<file path="src/csm_defs.vh">
// Purpose: shared constants of the clock select and fail-safe monitor
// Assumes: 50 MHz ref_clk, 32-bit APB register bus
// Notes: header only, no logic
`ifndef CSM_DEFS_VH
`define CSM_DEFS_VH

// ****************************************
// register map
// ****************************************
`define CSM_OFF_OSC 12'h000
`define CSM_OFF_TRIM 12'h004
`define CSM_OFF_CAUSE 12'h008
`define CSM_OFF_STAT 12'h00C

// ****************************************
// oscillator_control fields
// ****************************************
`define CSM_B_SWREQ 0
`define CSM_B_KEEP32K 1
`define CSM_B_CF 3
`define CSM_B_LOCK 5
`define CSM_NOSC_LO 8
`define CSM_NOSC_HI 9
`define CSM_COSC_LO 12
`define CSM_COSC_HI 13

// ****************************************
// clock groups and unlock keys
// ****************************************
`define CSM_GRP_SEC 2'h0
`define CSM_GRP_FRC 2'h1
`define CSM_GRP_SLOW 2'h2
`define CSM_GRP_PRI 2'h3
`define CSM_KEY_LO1 8'h46
`define CSM_KEY_LO2 8'h57
`define CSM_KEY_HI1 8'h78
`define CSM_KEY_HI2 8'h9A

// ****************************************
// reset cause bits
// ****************************************
`define CSM_RC_POR 0
`define CSM_RC_BOR 1
`define CSM_RC_IDLE 2
`define CSM_RC_SLEEP 3
`define CSM_RC_WDTO 4
`define CSM_RC_SWR 5
`define CSM_RC_EXTR 6
`define CSM_RC_IOP 7
`define CSM_RC_TRAP 8
`define CSM_RC_RESET 9'h003

// ****************************************
// timing
// ****************************************
`define CSM_CLK_MHZ 50
`define CSM_BIAS_NS 10000
`define CSM_BIAS_CYC ((`CSM_BIAS_NS * `CSM_CLK_MHZ) / 1000)
`define CSM_FAIL_NS 10000
`define CSM_FAIL_CYC ((`CSM_FAIL_NS * `CSM_CLK_MHZ) / 1000)
`define CSM_MASTER_CLEAR_PIN_NS 200
`define CSM_MASTER_CLEAR_PIN_CYC ((`CSM_MASTER_CLEAR_PIN_NS * `CSM_CLK_MHZ) / 1000)
`define CSM_POWER_UP_DELAY_TIMER_MS0 7'h00
`define CSM_POWER_UP_DELAY_TIMER_MS1 7'h04
`define CSM_POWER_UP_DELAY_TIMER_MS2 7'h10
`define CSM_POWER_UP_DELAY_TIMER_MS3 7'h40
`define CSM_OST_LAST 10'h3FF
`define CSM_QDIV 2'h3
`endif

</file>
<file path="src/csm_clock_monitor.v">
// Purpose: system clock group select, fail-safe monitor, power-up reset sequencing
// Assumes: oscillator clocks arrive on pins well below ref_clk/2
// Notes: analog oscillators sit outside; this block only enables and supervises them
`timescale 1ns/1ps
`include "csm_defs.vh"

// Behaviour
// - secondary 32k oscillator stays on, even in sleep, while keep-on bit is set
// - secondary group runs the system only when selected and keep-on is set
// - multiplier gains x4, x8, x16; x16 only for inputs up to 7.5 MHz
// - multiplier lock follows the loop and reads back as a status bit
// - fast RC runs the system whenever current group equals 01, except in sleep
// - four-bit signed fast RC trim, 0000 calibrated, 0111 highest, 1000 lowest
// - slow RC on at power-on, stopped after power-up delay unless still needed
// - switch_monitor_cfg 1x disables switching and monitor, the default
// - with monitor enabled slow RC runs except in sleep, whatever soft watchdog says
// - on clock failure: trap, current group to fast RC, set fail flag, clear request
// - clock failure leaves watchdog counting from slow RC
// - oscillator not started at power-up delay expiry traps to fast RC
// - switching moves only between groups; primary option from primary_mode_cfg
// - current group read-only; requested writable; both load boot_group_cfg at power-on
// - request 0 to 1 starts a switch; clearing it aborts one in progress
// - switching disabled: config bits select directly, current group only reflects it
// - low byte writable only right after key writes 0x46 then 0x57
// - high byte writable only right after key writes 0x78 then 0x9A
// - reset causes told apart and kept in software-readable status bits
// - master clear input filtered; internal resets never drive that pin
// - bias delay plus 0/4/16/64 ms, then release reset on quarter-phase edge
// - crystal modes gate the clock until 1024 oscillator cycles counted
module csm_clock_monitor #(
	parameter [23:0] POWER_UP_UNIT_CYCLES = 24'h00C350
) (
	// clock and reset
	input wire ref_clk,
	input wire rst_n,
	// apb slave
	input wire psel,
	input wire penable,
	input wire pwrite,
	input wire [11:0] paddr,
	input wire [31:0] pwdata,
	input wire [3:0] pstrb,
	output wire [31:0] prdata,
	output wire pready,
	output wire pslverr,
	// configuration bits
	input wire [1:0] switchMonitorCfg,
	input wire [1:0] bootGroupCfg,
	input wire [3:0] primaryModeCfg,
	input wire [1:0] powerUpDelayCfg,
	input wire watchdogCfgEnable,
	input wire softWatchdogEnable,
	// core events, same clock
	input wire sleepMode,
	input wire idleMode,
	input wire wdtTimeout,
	input wire resetInstr,
	input wire trapLockup,
	input wire illegalOp,
	// pins and analog detectors
	input wire masterClearPinN,
	input wire brownOutDetect,
	input wire primaryOscClk,
	input wire secondaryOscClk,
	input wire pllLockIn,
	// oscillator controls
	output wire primaryOscEnable,
	output wire secondaryOscEnable,
	output wire fastRcEnable,
	output wire slowRcEnable,
	output wire [1:0] pllMultSel,
	output wire [3:0] fastRcTrim,
	output wire [1:0] sysClkGroup,
	output wire sysClkRun,
	// reset and trap
	output wire internalSystemReset,
	output wire firstQuarterPhase,
	output wire clockFailTrap
);

// ****************************************
// local codes
// ****************************************
localparam [2:0] PS_BIAS = 3'h0;
localparam [2:0] PS_POWER_UP_DELAY_TIMER = 3'h1;
localparam [2:0] PS_Q1 = 3'h2;
localparam [2:0] PS_RUN = 3'h3;
localparam [2:0] PS_HOLD = 3'h4;
localparam [1:0] UL_IDLE = 2'h0;
localparam [1:0] UL_FIRST = 2'h1;
localparam [1:0] UL_OPEN = 2'h2;
localparam [23:0] UNIT_LAST = POWER_UP_UNIT_CYCLES - 24'h000001;
localparam [31:0] BIAS_CYC = `CSM_BIAS_CYC;
localparam [31:0] FAIL_CYC = `CSM_FAIL_CYC;
localparam [31:0] MASTER_CLEAR_PIN_CYC = `CSM_MASTER_CLEAR_PIN_CYC;
localparam [23:0] BIAS_LAST = BIAS_CYC[23:0] - 24'h000001;
localparam [9:0] FAIL_LAST = FAIL_CYC[9:0] - 10'h001;
localparam [3:0] MASTER_CLEAR_PIN_LAST = MASTER_CLEAR_PIN_CYC[3:0] - 4'h1;

// ****************************************
// functions
// ****************************************
// gain decode
function [1:0] pllMult;
	input [3:0] mode;
	begin
		case (mode)
			4'h5, 4'hD, 4'h1: pllMult = 2'h1;
			4'h6, 4'hE, 4'hA: pllMult = 2'h2;
			4'h7, 4'hF, 4'h3: pllMult = 2'h3;
			default: pllMult = 2'h0;
		endcase
	end
endfunction

function isCrystal;
	input [3:0] mode;
	begin
		isCrystal = (mode == 4'h0) || (mode == 4'h2) || (mode[3:2] == 2'h1);
	end
endfunction

function [6:0] pwrtMs;
	input [1:0] sel;
	begin
		case (sel)
			2'h0: pwrtMs = `CSM_POWER_UP_DELAY_TIMER_MS0;
			2'h1: pwrtMs = `CSM_POWER_UP_DELAY_TIMER_MS1;
			2'h2: pwrtMs = `CSM_POWER_UP_DELAY_TIMER_MS2;
			default: pwrtMs = `CSM_POWER_UP_DELAY_TIMER_MS3;
		endcase
	end
endfunction

// two-key unlock step; any other transfer drops it
function [1:0] unlockNext;
	input [1:0] st;
	input xfer;
	input hit;
	input [7:0] d;
	input [7:0] k1;
	input [7:0] k2;
	begin
		if (!xfer)
			unlockNext = st;
		else if (!hit)
			unlockNext = UL_IDLE;
		else
			case (st)
				UL_IDLE: unlockNext = (d == k1) ? UL_FIRST : UL_IDLE;
				UL_FIRST: unlockNext = (d == k2) ? UL_OPEN : ((d == k1) ? UL_FIRST : UL_IDLE);
				default: unlockNext = UL_IDLE;
			endcase
	end
endfunction

// ****************************************
// declarations
// ****************************************
reg [4:0] syncA_reg;
reg [4:0] syncB_reg;
reg [2:0] oscLast_reg;
reg [3:0] mclrCnt_reg;
reg mclrLow_reg;
reg mclrLowLast_reg;
reg [1:0] phase_reg;
reg fqp_reg;
reg [2:0] pwrState_reg;
reg [23:0] delay_reg;
reg [6:0] ms_reg;
reg [1:0] cosc_reg;
reg [1:0] nosc_reg;
reg switch_request_reg;
reg keep32k_reg;
reg cf_reg;
reg trap_reg;
reg [9:0] ost_reg;
reg ostDone_reg;
reg [9:0] failCnt_reg;
reg [1:0] unlockLo_reg;
reg [1:0] unlockHi_reg;
reg [3:0] trim_reg;
reg [8:0] cause_reg;
reg [31:0] prdata_reg;
reg pslverr_reg;
reg priEn_reg;
reg secEn_reg;
reg frcEn_reg;
reg slowEn_reg;
reg [1:0] mult_reg;
reg [1:0] grp_reg;
reg run_reg;

wire mclrSyncN = syncB_reg[0];
wire borSync = syncB_reg[1];
wire priSync = syncB_reg[2];
wire secSync = syncB_reg[3];
wire lockSync = syncB_reg[4];
wire priEdge = priSync & ~oscLast_reg[0];
wire secEdge = secSync & ~oscLast_reg[1];
wire borRise = borSync & ~oscLast_reg[2];
wire q1Tick = (phase_reg == `CSM_QDIV);
wire xfer = psel & penable;
wire wrOsc = xfer & pwrite & (paddr == `CSM_OFF_OSC);
wire wLo = wrOsc & pstrb[0] & (unlockLo_reg == UL_OPEN);
wire wHi = wrOsc & pstrb[1] & (unlockHi_reg == UL_OPEN);
wire monitorEn = (switchMonitorCfg == 2'h0);
wire switchEn = ~switchMonitorCfg[1];
wire wdtOn = watchdogCfgEnable | softWatchdogEnable;
wire [1:0] startGrp = switch_request_reg ? nosc_reg : cosc_reg;
wire grpEdge = (startGrp == `CSM_GRP_SEC) ? secEdge : priEdge;
wire ostNeed = (startGrp == `CSM_GRP_SEC) ||
	((startGrp == `CSM_GRP_PRI) && isCrystal(primaryModeCfg));
wire pllUsed = (pllMult(primaryModeCfg) != 2'h0);
wire startReady;
wire pwrtDone = (pwrState_reg == PS_POWER_UP_DELAY_TIMER) && (ms_reg == pwrtMs(powerUpDelayCfg));
wire extGrp = (cosc_reg == `CSM_GRP_PRI) || (cosc_reg == `CSM_GRP_SEC);
wire swStart = wLo & pwdata[`CSM_B_SWREQ] & ~switch_request_reg;
wire watchOn;
wire clockFail;

// secondary counts as ready only with keep-on
// crystal readiness waits on settle count
assign startReady = (startGrp == `CSM_GRP_SEC) ? (ostDone_reg & keep32k_reg) :
	(startGrp == `CSM_GRP_PRI) ? ((~ostNeed | ostDone_reg) & (~pllUsed | lockSync)) :
	1'b1;
assign watchOn = monitorEn & (pwrState_reg == PS_RUN) & ~sleepMode & ~switch_request_reg & extGrp;
// not started when power-up delay runs out
assign clockFail = (watchOn & (failCnt_reg == FAIL_LAST)) |
	(monitorEn & pwrtDone & extGrp & ~startReady);

// ****************************************
// pin synchronisers and filter
// ****************************************
always @(posedge ref_clk)
begin
	if (!rst_n)
	begin
		syncA_reg <= 5'h01;
		syncB_reg <= 5'h01;
		oscLast_reg <= 3'h0;
		mclrCnt_reg <= 4'h0;
		mclrLow_reg <= 1'b0;
		mclrLowLast_reg <= 1'b0;
	end
	else
	begin
		syncA_reg <= {pllLockIn, secondaryOscClk, primaryOscClk, brownOutDetect, masterClearPinN};
		syncB_reg <= syncA_reg;
		oscLast_reg <= {borSync, secSync, priSync};
		mclrLowLast_reg <= mclrLow_reg;
		// short low pulses never reach the reset
		if (mclrSyncN)
		begin
			mclrCnt_reg <= 4'h0;
			mclrLow_reg <= 1'b0;
		end
		else if (mclrCnt_reg == MASTER_CLEAR_PIN_LAST)
			mclrLow_reg <= 1'b1;
		else
			mclrCnt_reg <= mclrCnt_reg + 4'h1;
	end
end

// ****************************************
// power-up and reset sequencing
// ****************************************
always @(posedge ref_clk)
begin
	if (!rst_n)
	begin
		pwrState_reg <= PS_BIAS;
		delay_reg <= 24'h000000;
		ms_reg <= 7'h00;
		phase_reg <= 2'h0;
		fqp_reg <= 1'b0;
	end
	else
	begin
		phase_reg <= phase_reg + 2'h1;
		fqp_reg <= q1Tick;
		if (borRise)
		begin
			pwrState_reg <= PS_BIAS;
			delay_reg <= 24'h000000;
		end
		else
			case (pwrState_reg)
				PS_BIAS:
				begin
					if (delay_reg == BIAS_LAST)
					begin
						pwrState_reg <= PS_POWER_UP_DELAY_TIMER;
						delay_reg <= 24'h000000;
						ms_reg <= 7'h00;
					end
					else
						delay_reg <= delay_reg + 24'h000001;
				end
				PS_POWER_UP_DELAY_TIMER:
				begin
					if (pwrtDone)
						pwrState_reg <= PS_Q1;
					else if (delay_reg == UNIT_LAST)
					begin
						delay_reg <= 24'h000000;
						ms_reg <= ms_reg + 7'h01;
					end
					else
						delay_reg <= delay_reg + 24'h000001;
				end
				PS_Q1:
				begin
					if (mclrLow_reg)
						pwrState_reg <= PS_HOLD;
					else if (q1Tick)
						pwrState_reg <= PS_RUN;
				end
				PS_RUN:
				begin
					if (mclrLow_reg)
						pwrState_reg <= PS_HOLD;
					else if (wdtTimeout | resetInstr | trapLockup | illegalOp)
						pwrState_reg <= PS_Q1;
				end
				PS_HOLD:
				begin
					if (!mclrLow_reg)
						pwrState_reg <= PS_Q1;
				end
				default: pwrState_reg <= PS_BIAS;
			endcase
	end
end

// ****************************************
// clock group control
// ****************************************
always @(posedge ref_clk)
begin
	if (!rst_n)
	begin
		cosc_reg <= `CSM_GRP_FRC;
		nosc_reg <= `CSM_GRP_FRC;
		switch_request_reg <= 1'b0;
		keep32k_reg <= 1'b0;
		cf_reg <= 1'b0;
		trap_reg <= 1'b0;
	end
	else
	begin
		trap_reg <= 1'b0;
		if (wLo)
			keep32k_reg <= pwdata[`CSM_B_KEEP32K];
		// requested group writable behind the high-byte lock
		if (wHi)
			nosc_reg <= pwdata[`CSM_NOSC_HI:`CSM_NOSC_LO];
		if ((pwrState_reg == PS_BIAS) || borRise)
		begin
			// both groups load from boot config
			cosc_reg <= bootGroupCfg;
			nosc_reg <= bootGroupCfg;
			switch_request_reg <= 1'b0;
		end
		else if (clockFail)
		begin
			// fall back to fast RC and flag it
			cosc_reg <= `CSM_GRP_FRC;
			cf_reg <= 1'b1;
			switch_request_reg <= 1'b0;
			trap_reg <= 1'b1;
		end
		else if (!switchEn)
		begin
			cosc_reg <= bootGroupCfg;
			switch_request_reg <= 1'b0;
		end
		else if (wLo && !pwdata[`CSM_B_SWREQ])
			switch_request_reg <= 1'b0;
		else if (switch_request_reg && startReady)
		begin
			// whole group moves; primary option stays config driven
			cosc_reg <= nosc_reg;
			switch_request_reg <= 1'b0;
		end
		else if (swStart)
			switch_request_reg <= 1'b1;
	end
end

// ****************************************
// settle timer and failure watch
// ****************************************
always @(posedge ref_clk)
begin
	if (!rst_n)
	begin
		ost_reg <= 10'h000;
		ostDone_reg <= 1'b0;
		failCnt_reg <= 10'h000;
	end
	else
	begin
		// restart on power-up, sleep and each new switch
		if ((pwrState_reg == PS_BIAS) || sleepMode || swStart)
		begin
			ost_reg <= 10'h000;
			ostDone_reg <= 1'b0;
		end
		else if (!ostDone_reg && grpEdge)
		begin
			ost_reg <= ost_reg + 10'h001;
			if (ost_reg == `CSM_OST_LAST)
				ostDone_reg <= 1'b1;
		end
		// no edge for a full window means lost clock
		if (!watchOn || grpEdge || clockFail)
			failCnt_reg <= 10'h000;
		else
			failCnt_reg <= failCnt_reg + 10'h001;
	end
end

// ****************************************
// register bus
// ****************************************
always @(posedge ref_clk)
begin
	if (!rst_n)
	begin
		unlockLo_reg <= UL_IDLE;
		unlockHi_reg <= UL_IDLE;
		trim_reg <= 4'h0;
		cause_reg <= `CSM_RC_RESET;
		prdata_reg <= 32'h00000000;
		pslverr_reg <= 1'b0;
	end
	else
	begin
		unlockLo_reg <= unlockNext(unlockLo_reg, xfer, wrOsc & pstrb[0], pwdata[7:0],
			`CSM_KEY_LO1, `CSM_KEY_LO2);
		unlockHi_reg <= unlockNext(unlockHi_reg, xfer, wrOsc & pstrb[1], pwdata[15:8],
			`CSM_KEY_HI1, `CSM_KEY_HI2);
		if (xfer && pwrite && (paddr == `CSM_OFF_TRIM) && pstrb[0])
			trim_reg <= pwdata[3:0];
		// causes set, software clears by writing ones; set wins
		cause_reg <= (cause_reg & ~(((xfer && pwrite && (paddr == `CSM_OFF_CAUSE)) ?
			{pstrb[1], {8{pstrb[0]}}} : 9'h000) & pwdata[8:0])) |
			({trapLockup, illegalOp, mclrLow_reg & ~mclrLowLast_reg, resetInstr,
			wdtTimeout, sleepMode & (wdtTimeout | mclrLow_reg),
			idleMode & mclrLow_reg, borRise, 1'b0});
		if (psel && !penable)
		begin
			pslverr_reg <= 1'b0;
			case (paddr)
				`CSM_OFF_OSC: prdata_reg <= {18'h00000, cosc_reg, 2'h0, nosc_reg, 2'h0,
					lockSync, 1'b0, cf_reg, 1'b0, keep32k_reg, switch_request_reg};
				`CSM_OFF_TRIM: prdata_reg <= {28'h0000000, trim_reg};
				`CSM_OFF_CAUSE: prdata_reg <= {23'h000000, cause_reg};
				`CSM_OFF_STAT: prdata_reg <= {21'h000000, pwrState_reg, ostDone_reg,
					switchMonitorCfg, mult_reg, slowEn_reg, 1'b0, run_reg};
				default:
				begin
					prdata_reg <= 32'h00000000;
					pslverr_reg <= 1'b1;
				end
			endcase
		end
	end
end

// ****************************************
// oscillator enables
// ****************************************
always @(posedge ref_clk)
begin
	if (!rst_n)
	begin
		priEn_reg <= 1'b0;
		secEn_reg <= 1'b0;
		frcEn_reg <= 1'b0;
		slowEn_reg <= 1'b1;
		mult_reg <= 2'h0;
		grp_reg <= `CSM_GRP_FRC;
		run_reg <= 1'b0;
	end
	else
	begin
		priEn_reg <= ~sleepMode & ((cosc_reg == `CSM_GRP_PRI) |
			(switch_request_reg & (nosc_reg == `CSM_GRP_PRI)));
		secEn_reg <= keep32k_reg | (~sleepMode & ((cosc_reg == `CSM_GRP_SEC) |
			(switch_request_reg & (nosc_reg == `CSM_GRP_SEC))));
		// fast RC runs for its group
		frcEn_reg <= ~sleepMode & ((cosc_reg == `CSM_GRP_FRC) |
			(switch_request_reg & (nosc_reg == `CSM_GRP_FRC)) |
			((cosc_reg == `CSM_GRP_PRI) & ~isCrystal(primaryModeCfg) & pllUsed &
			(primaryModeCfg[3:2] != 2'h3)));
		// on until power-up delay, then only when needed
		// monitor keeps it running outside sleep
		// watchdog keeps its clock through a failure
		slowEn_reg <= (pwrState_reg == PS_BIAS) | (pwrState_reg == PS_POWER_UP_DELAY_TIMER) |
			(monitorEn & ~sleepMode) | wdtOn |
			((cosc_reg == `CSM_GRP_SLOW) & ~sleepMode);
		// gain applies to primary group only
		mult_reg <= (cosc_reg == `CSM_GRP_PRI) ? pllMult(primaryModeCfg) : 2'h0;
		grp_reg <= cosc_reg;
		// current clock keeps running while a switch is pending
		run_reg <= switch_request_reg | ((cosc_reg == startGrp) & startReady);
	end
end

// ****************************************
// outputs
// ****************************************
// zero wait states keep the host simple
assign pready = psel & penable;
assign prdata = prdata_reg;
assign pslverr = pslverr_reg;
assign primaryOscEnable = priEn_reg;
assign secondaryOscEnable = secEn_reg;
assign fastRcEnable = frcEn_reg;
assign slowRcEnable = slowEn_reg;
assign pllMultSel = mult_reg;
assign fastRcTrim = trim_reg;
assign sysClkGroup = grp_reg;
assign sysClkRun = run_reg;
assign internalSystemReset = (pwrState_reg != PS_RUN);
assign firstQuarterPhase = fqp_reg;
assign clockFailTrap = trap_reg;

endmodule

</file>
<file path="config.mk">
export PLATFORM = sky130hd
export DESIGN_NAME = csm_clock_monitor
export DESIGN_NICKNAME = d
export VERILOG_FILES = /design/src/csm_clock_monitor.v
export VERILOG_INCLUDE_DIRS = /design/src
export SDC_FILE = /design/constraint.sdc
export NUM_CORES = 1
export LEC_CHECK = 0
export ABC_AREA = 0
export BUFFER_PORTS_ARGS = -buffer_cell sky130_fd_sc_hd__buf_2
export CORE_AREA = 2 2 127 129
export CTS_CLUSTER_DIAMETER = 40
export DETAILED_ROUTE_END_ITERATION = 16
export DIE_AREA = 0 0 129 131
export PLACE_DENSITY = 0.56
export SYNTH_ARGS = -nofsm -noshare
export SYNTH_HDL_FRONTEND = slang
export SYNTH_SLANG_ARGS = --single-unit
</file>
<file path="constraint.sdc">
create_clock -name ref_clk -period 2.9 [get_ports ref_clk]
set_input_delay 0.29 -clock ref_clk [delete_from_list [all_inputs] [get_ports ref_clk]]
set_output_delay 0.29 -clock ref_clk [all_outputs]
set_load 0.05 [all_outputs]
</file>
# Word level (Yosys, flattened, before mapping)
# Memories as Yosys holds them, arrays and structs flattened. A register that Yosys moved wholly into a read port is not among the register bits.
# Index checks and enable logic that the tools add are counted.
op_classes:
  bitwise: 72
  n_reduce_logical: 52
  add_sub_neg: 6
  n_eq_ne: 43
  mux: 40
op_table:
  columns: ["op", "n"]
  rows:
  - ["24-bit 2-to-1 mux", 3]
  - ["14-bit one-hot mux with 4 select lines", 1]
  - ["24-bit one-hot mux with 2 select lines", 1]
  - ["1-bit bitwise AND", 37]
  - ["24-bit by 1-bit adder with 24-bit output (second input constant)", 1]
  - ["12-bit by 4-bit == test with 1-bit output (second input constant)", 2]
  - ["24-bit by 16-bit == test with 1-bit output (second input constant)", 1]
  - ["24-bit by 9-bit == test with 1-bit output (second input constant)", 1]
  - ["8-bit by 7-bit == test with 1-bit output (second input constant)", 3]
  - ["2-bit 2-to-1 mux", 12]
  - ["3-bit 2-to-1 mux", 7]
  - ["7-bit 2-to-1 mux", 3]
  - ["7-bit one-hot mux with 3 select lines", 1]
  - ["10-bit by 1-bit adder with 10-bit output (second input constant)", 2]
  - ["9-bit bitwise AND", 2]
  - ["1-bit bitwise OR", 18]
  - ["2-bit == test (second input constant)", 8]
  - ["3-bit one-hot mux with 5 select lines", 1]
  - ["2-bit zero test", 7]
  - ["7-bit one-hot mux with 2 select lines", 1]
  - ["1-bit inverter", 13]
  - ["12-bit by 3-bit == test with 1-bit output (second input constant)", 1]
  - ["2-bit by 1-bit == test with 1-bit output (second input constant)", 6]
  - ["12-bit zero test", 1]
  - ["34 further kinds", 80]
totals:
  mem_bits_ro: 64
  reg_bits: 142
  in_bits: 76
  out_inout_bits: 50
  mem_count: 2
memory_table:
  columns: ["memory", "depth", "word_bits", "read_ports", "rd_clocked_by_memory_dff", "wr", "line", "source"]
  rows:
  - ["(name not given)", 16, 2, 1, 0, 0, "csm_clock_monitor.v:107", "case (mode)"]
  - ["(name not given)", 16, 2, 1, 1, 0, "csm_clock_monitor.v:107", null]

# Depth between registers and ports, before layout
depth:
  depth_word: 16
  mapped_depth: 9
  ltp_nobuf: 8

# Worst setup path after synthesis
# Ideal clock, no wire load.
synth_timing:
  kind: "reg-to-reg"
  startpoint: "reg delay_reg[0]"
  endpoint: "reg ms_reg[6]"
  setup_ns: 0.071
  required_time_ns: 2.829
  path_stages_with_launch: 8
  slack_ns: 0.660
  t_arrival_ns: 2.169
  path_cell_list: "dfxtp_1 -> ha_1 -> nor4b_1 -> nand4_1 -> nor4_2 -> o2111ai_2 -> or3_1 -> a21oi_1"
synth_via:
  elab_chain_cells: 3
  word_cells_on_any_way: 5
synth_rtl:
  columns: ["item", "line", "source"]
  rows:
  - ["start: declaration", "csm_clock_monitor.v:169", "reg [23:0] delay_reg;"]
  - ["start signal: assignment", "csm_clock_monitor.v:298", "delay_reg <= delay_reg + 24'h000001;"]
  - ["start signal: assignment", "csm_clock_monitor.v:310", "delay_reg <= delay_reg + 24'h000001;"]
  - ["24-bit by 16-bit == test with 1-bit output or 24-bit by 9-bit == test with 1-bit output (tied branches)", "csm_clock_monitor.v:304, csm_clock_monitor.v:291", null]
  - ["2-bit inequality test (no line)", null, null]
  - ["5-bit AND reduction (no line) (*)", null, null]
  - ["end signal: assignment", "csm_clock_monitor.v:307", "ms_reg <= ms_reg + 7'h01;"]
  - ["end: declaration", "csm_clock_monitor.v:170", "reg [6:0] ms_reg;"]
# Mark *: on every way between the ends. The rest lies on a longest branch, timed or not.
# A chain may end at the register's enable or synchronous reset.

# Final worst setup path
# Same ends and word-level chain as after synthesis.

==> flow_summary_export.csv <==
group,metric,value,unit
yosys,synthCells,708,
placed_design,place_ws,0.252,ns
global_route,antenna_found_initial,0,
clock_tree,cts_resized,0,
sta,slew-limit-headroom,36.5,%
clock_tree,clk_pin_slew,0.05,ns
clock_tree,clk_latency,0.42,ns
final_layout,num-nets-final,887,
clock_tree,cts_tree,"built",
clock_tree,cts_setup_buffers,0,
die,floorplan.initialDensity,39.0,%
power_and_ir_drop,intPower,3.14,mW
detailed_routing,drt-wirelength-per-cell,15.0,µm
sta,setup_slack,0.383,ns
clock_tree,cts-root-buf,"clkbuf_16",
sta,hold_slack,0.0589,ns
detailed_routing,drtAntennaViolNets,0,
clock_tree,ctsHoldBuffers,0,
detailed_routing,vias,5283,
final_layout,n_antenna_cell,0,
final_layout,layout-drive-gt1-share,17.8,%
detailed_routing,drc,0,
final_layout,syn_to_final_growth,19.7,%
placed_design,place_area,0.00670,mm²
final_layout,final_cells,1027,
yosys,yosysUniqueCellTypes,67,
sta,fin_crit,2.52,ns
clock_tree,cts.sinks,125,
die,coreArea,0.0156,mm²
sta,rsz0062_at_grt,"no",
placed_design,numPortBuffers,88,
yosys,yosysSeqAreaShare,41.1,%
sta,finalSetupViolations,0,
critical_path,critPathCaptureType,"register",
final_layout,utilization,46.7,%
power_and_ir_drop,powerDensity,566,mW/mm²
power_and_ir_drop,p_comb_share,6.9,%
detailed_routing,via_per_inst,5.14,
power_and_ir_drop,ir_drop,0.409,mV
final_layout,largest_reg_flops,24,
global_route,first_global_vias,4934,
power_and_ir_drop,power_switching_share,23.8,%
placed_design,dpl.hpwl,11600,µm
die,die_h,131,µm
die,die_x,129,µm
yosys,synth.avg_cell_area,8.60,µm²
sta,fmax,397,MHz
final_layout,fin_area,0.00729,mm²
min_path,hold_class,"input pin to register",
run,drv_cap,0,
clock_tree,htreeDepth,4,
placed_design,gp_congestion,0.884,
critical_path,critical_path.slowest_cell,"nor4_4",
power_and_ir_drop,power_frac_seq,42.8,%
global_route,track_usage,18.5,%
critical_path,required,3.24,ns
global_route,gr-total-overflow,0,
detailed_routing,routed_wl,15400,µm
global_route,grt_pass1_wl,24500,µm
yosys,synth_commonest_cells,"dfxtp_1, nor2_1, nand2_1, nand3_1, nor3_1",
power_and_ir_drop,clock_power_share,50.3,%
yosys,ys_seq_elements,125,
sta,period_share,86.8,%
critical_path,critPathMaxFanout,5,
yosys,synth_edf_count,0,
detailed_routing,drt-initial-drc-count,386,
yosys,async_flop_share,0,%
critical_path,cp_cell_sequence,"ha_1 -> nor4b_1 -> nand4_1 -> nor4_4 -> o2111ai_2 -> or3_1 -> a21oi_1",
clock_tree,tritoncts.num_buffers,17,
critical_path,path_class,"register to register",
power_and_ir_drop,totalPowerFinal,4.12,mW
yosys,synth_most_common_cell,"dfxtp_1",
clock_tree,clockBufferDepth,2,
die,rows,46,
yosys,synth_warnings,0,
critical_path,critPathArrivalTime,2.86,ns
critical_path,cp-start-kind,"register",
sta,finalMaxSlewViolations,0,
yosys,synth.area.top_cells,"dfxtp_1, nor2_1, nand2_1, xnor2_1, nand3_1",
yosys,synth_area,0.00609,mm²
detailed_routing,dr.pass1.iters,5,
sta,hold_viol_final,0,
yosys,yosysTopAreaCell,"dfxtp_1",
power_and_ir_drop,p_sw,0.982,mW
sta,worstMarginPinSlew,0.951,ns
power_and_ir_drop,leakagePower,2.81,nW
sta,fin_tns_setup,0,ns
critical_path,critPathMaxStageDelay,0.44,ns
yosys,ys.flop_type,"dfxtp_1",
status,status,"finished clean",
die,ios,126,
placed_design,place_inst,996,
sta,skew,0.00917,ns
yosys,synthDominantCellAreaShare,41.1,%
global_route,grt_max_degree,49,
die,die_area,0.0169,mm²
==> worst max-delay path, delay by kind of cell (launching register included) <==
family / cells / cell delay, ns
and+or+nand+nor: 4 / 1.41
DFF: 1 / 0.41
AOI/OAI and AO/OA: 2 / 0.38
adders and majority gates: 1 / 0.26
==> final timing paths <==
path,start,end,slack [ns],cells past startpoint
setup / recovery,delay_reg[0],ms_reg[6],0.38,7
hold / removal,masterClearPinN,syncA_reg[0],0.06,2
setup reg to reg,delay_reg[0],ms_reg[6],0.38,7
hold reg to reg,syncA_reg[0],syncB_reg[0],0.42,1
==> logic make-up (layout without fill, tap and decap cells) <==
| kind of cell | Yosys count | in the layout | share of synthesized area [%] |
|---|---|---|---|
| and+or+nand+nor | 352 | 352 | 30.2 |
| DFF | 125 | 125 | 41.1 |
| AOI/OAI and AO/OA | 95 | 95 | 11.2 |
| buffers and inverters | 60 | 145 | 5.03 |
| xor gates and xnor gates | 44 | 44 | 6.33 |
| muxes | 19 | 19 | 3.66 |
| adders and majority gates | 12 | 12 | 2.47 |
| other | 1 | 19 | 0.0616 |
==> power groups by stage <==
stage                     Sequential (mW)  Clock, mW  Combinational, mW
final                                1.77       2.07              0.284
after global routing                 1.77       2.19              0.308
after CTS                            1.76       2.11              0.285
after detailed placement             1.80          0              0.284
after global placement               1.80          0              0.281
after floorplan                      1.82          0              0.190
==> routing by layer <==
metal  GRT usage (%)  share of wire, %  vias to the layer above
li1                -                 -                     2631
met1            24.6                48                     2489
met2            29.3                46                      139
met3            4.11               4.5                       24
met4            7.03               1.8                        0
met5               0                 0                        -
==> cell type report <==
| class | count | area [µm²] |
|---|---|---|
| inverters | 16 | 60.1 |
| repair buffers | 98 | 515 |
| flip-flops and latches | 125 | 2500 |
| clock inverters | 10 | 115 |
| well taps | 216 | 270 |
| clock buffers | 21 | 460 |
| fillers | 1525 | 8310 |
| multi-input cells | 541 | 3360 |
==> layout by cell type, fill, tap and decap left out, types with 3 or more instances in the layout <==
master,count
dfxtp_1,125
buf_2,88
nor2_1,81
nand2_1,69
nand3_1,40
nor3_1,27
nor2b_1,25
xnor2_1,23
and2_1,22
a21oi_1,22
xor2_1,21
conb_1,19
clkbuf_16,17
inv_1,16
nand4_1,16
o21ai_0,15
and3_1,14
a21boi_0,14
mux2i_1,14
nor4_1,12
ha_1,12
nand2b_1,10
buf_4,10
nor4b_1,7
or3_1,5
o21a_1,5
o211ai_1,5
and4_1,5
a22oi_1,4
o31ai_1,4
nor3b_1,3
clkinvlp_4,3
clkinv_2,3
(Power assumes the default switching activity.)
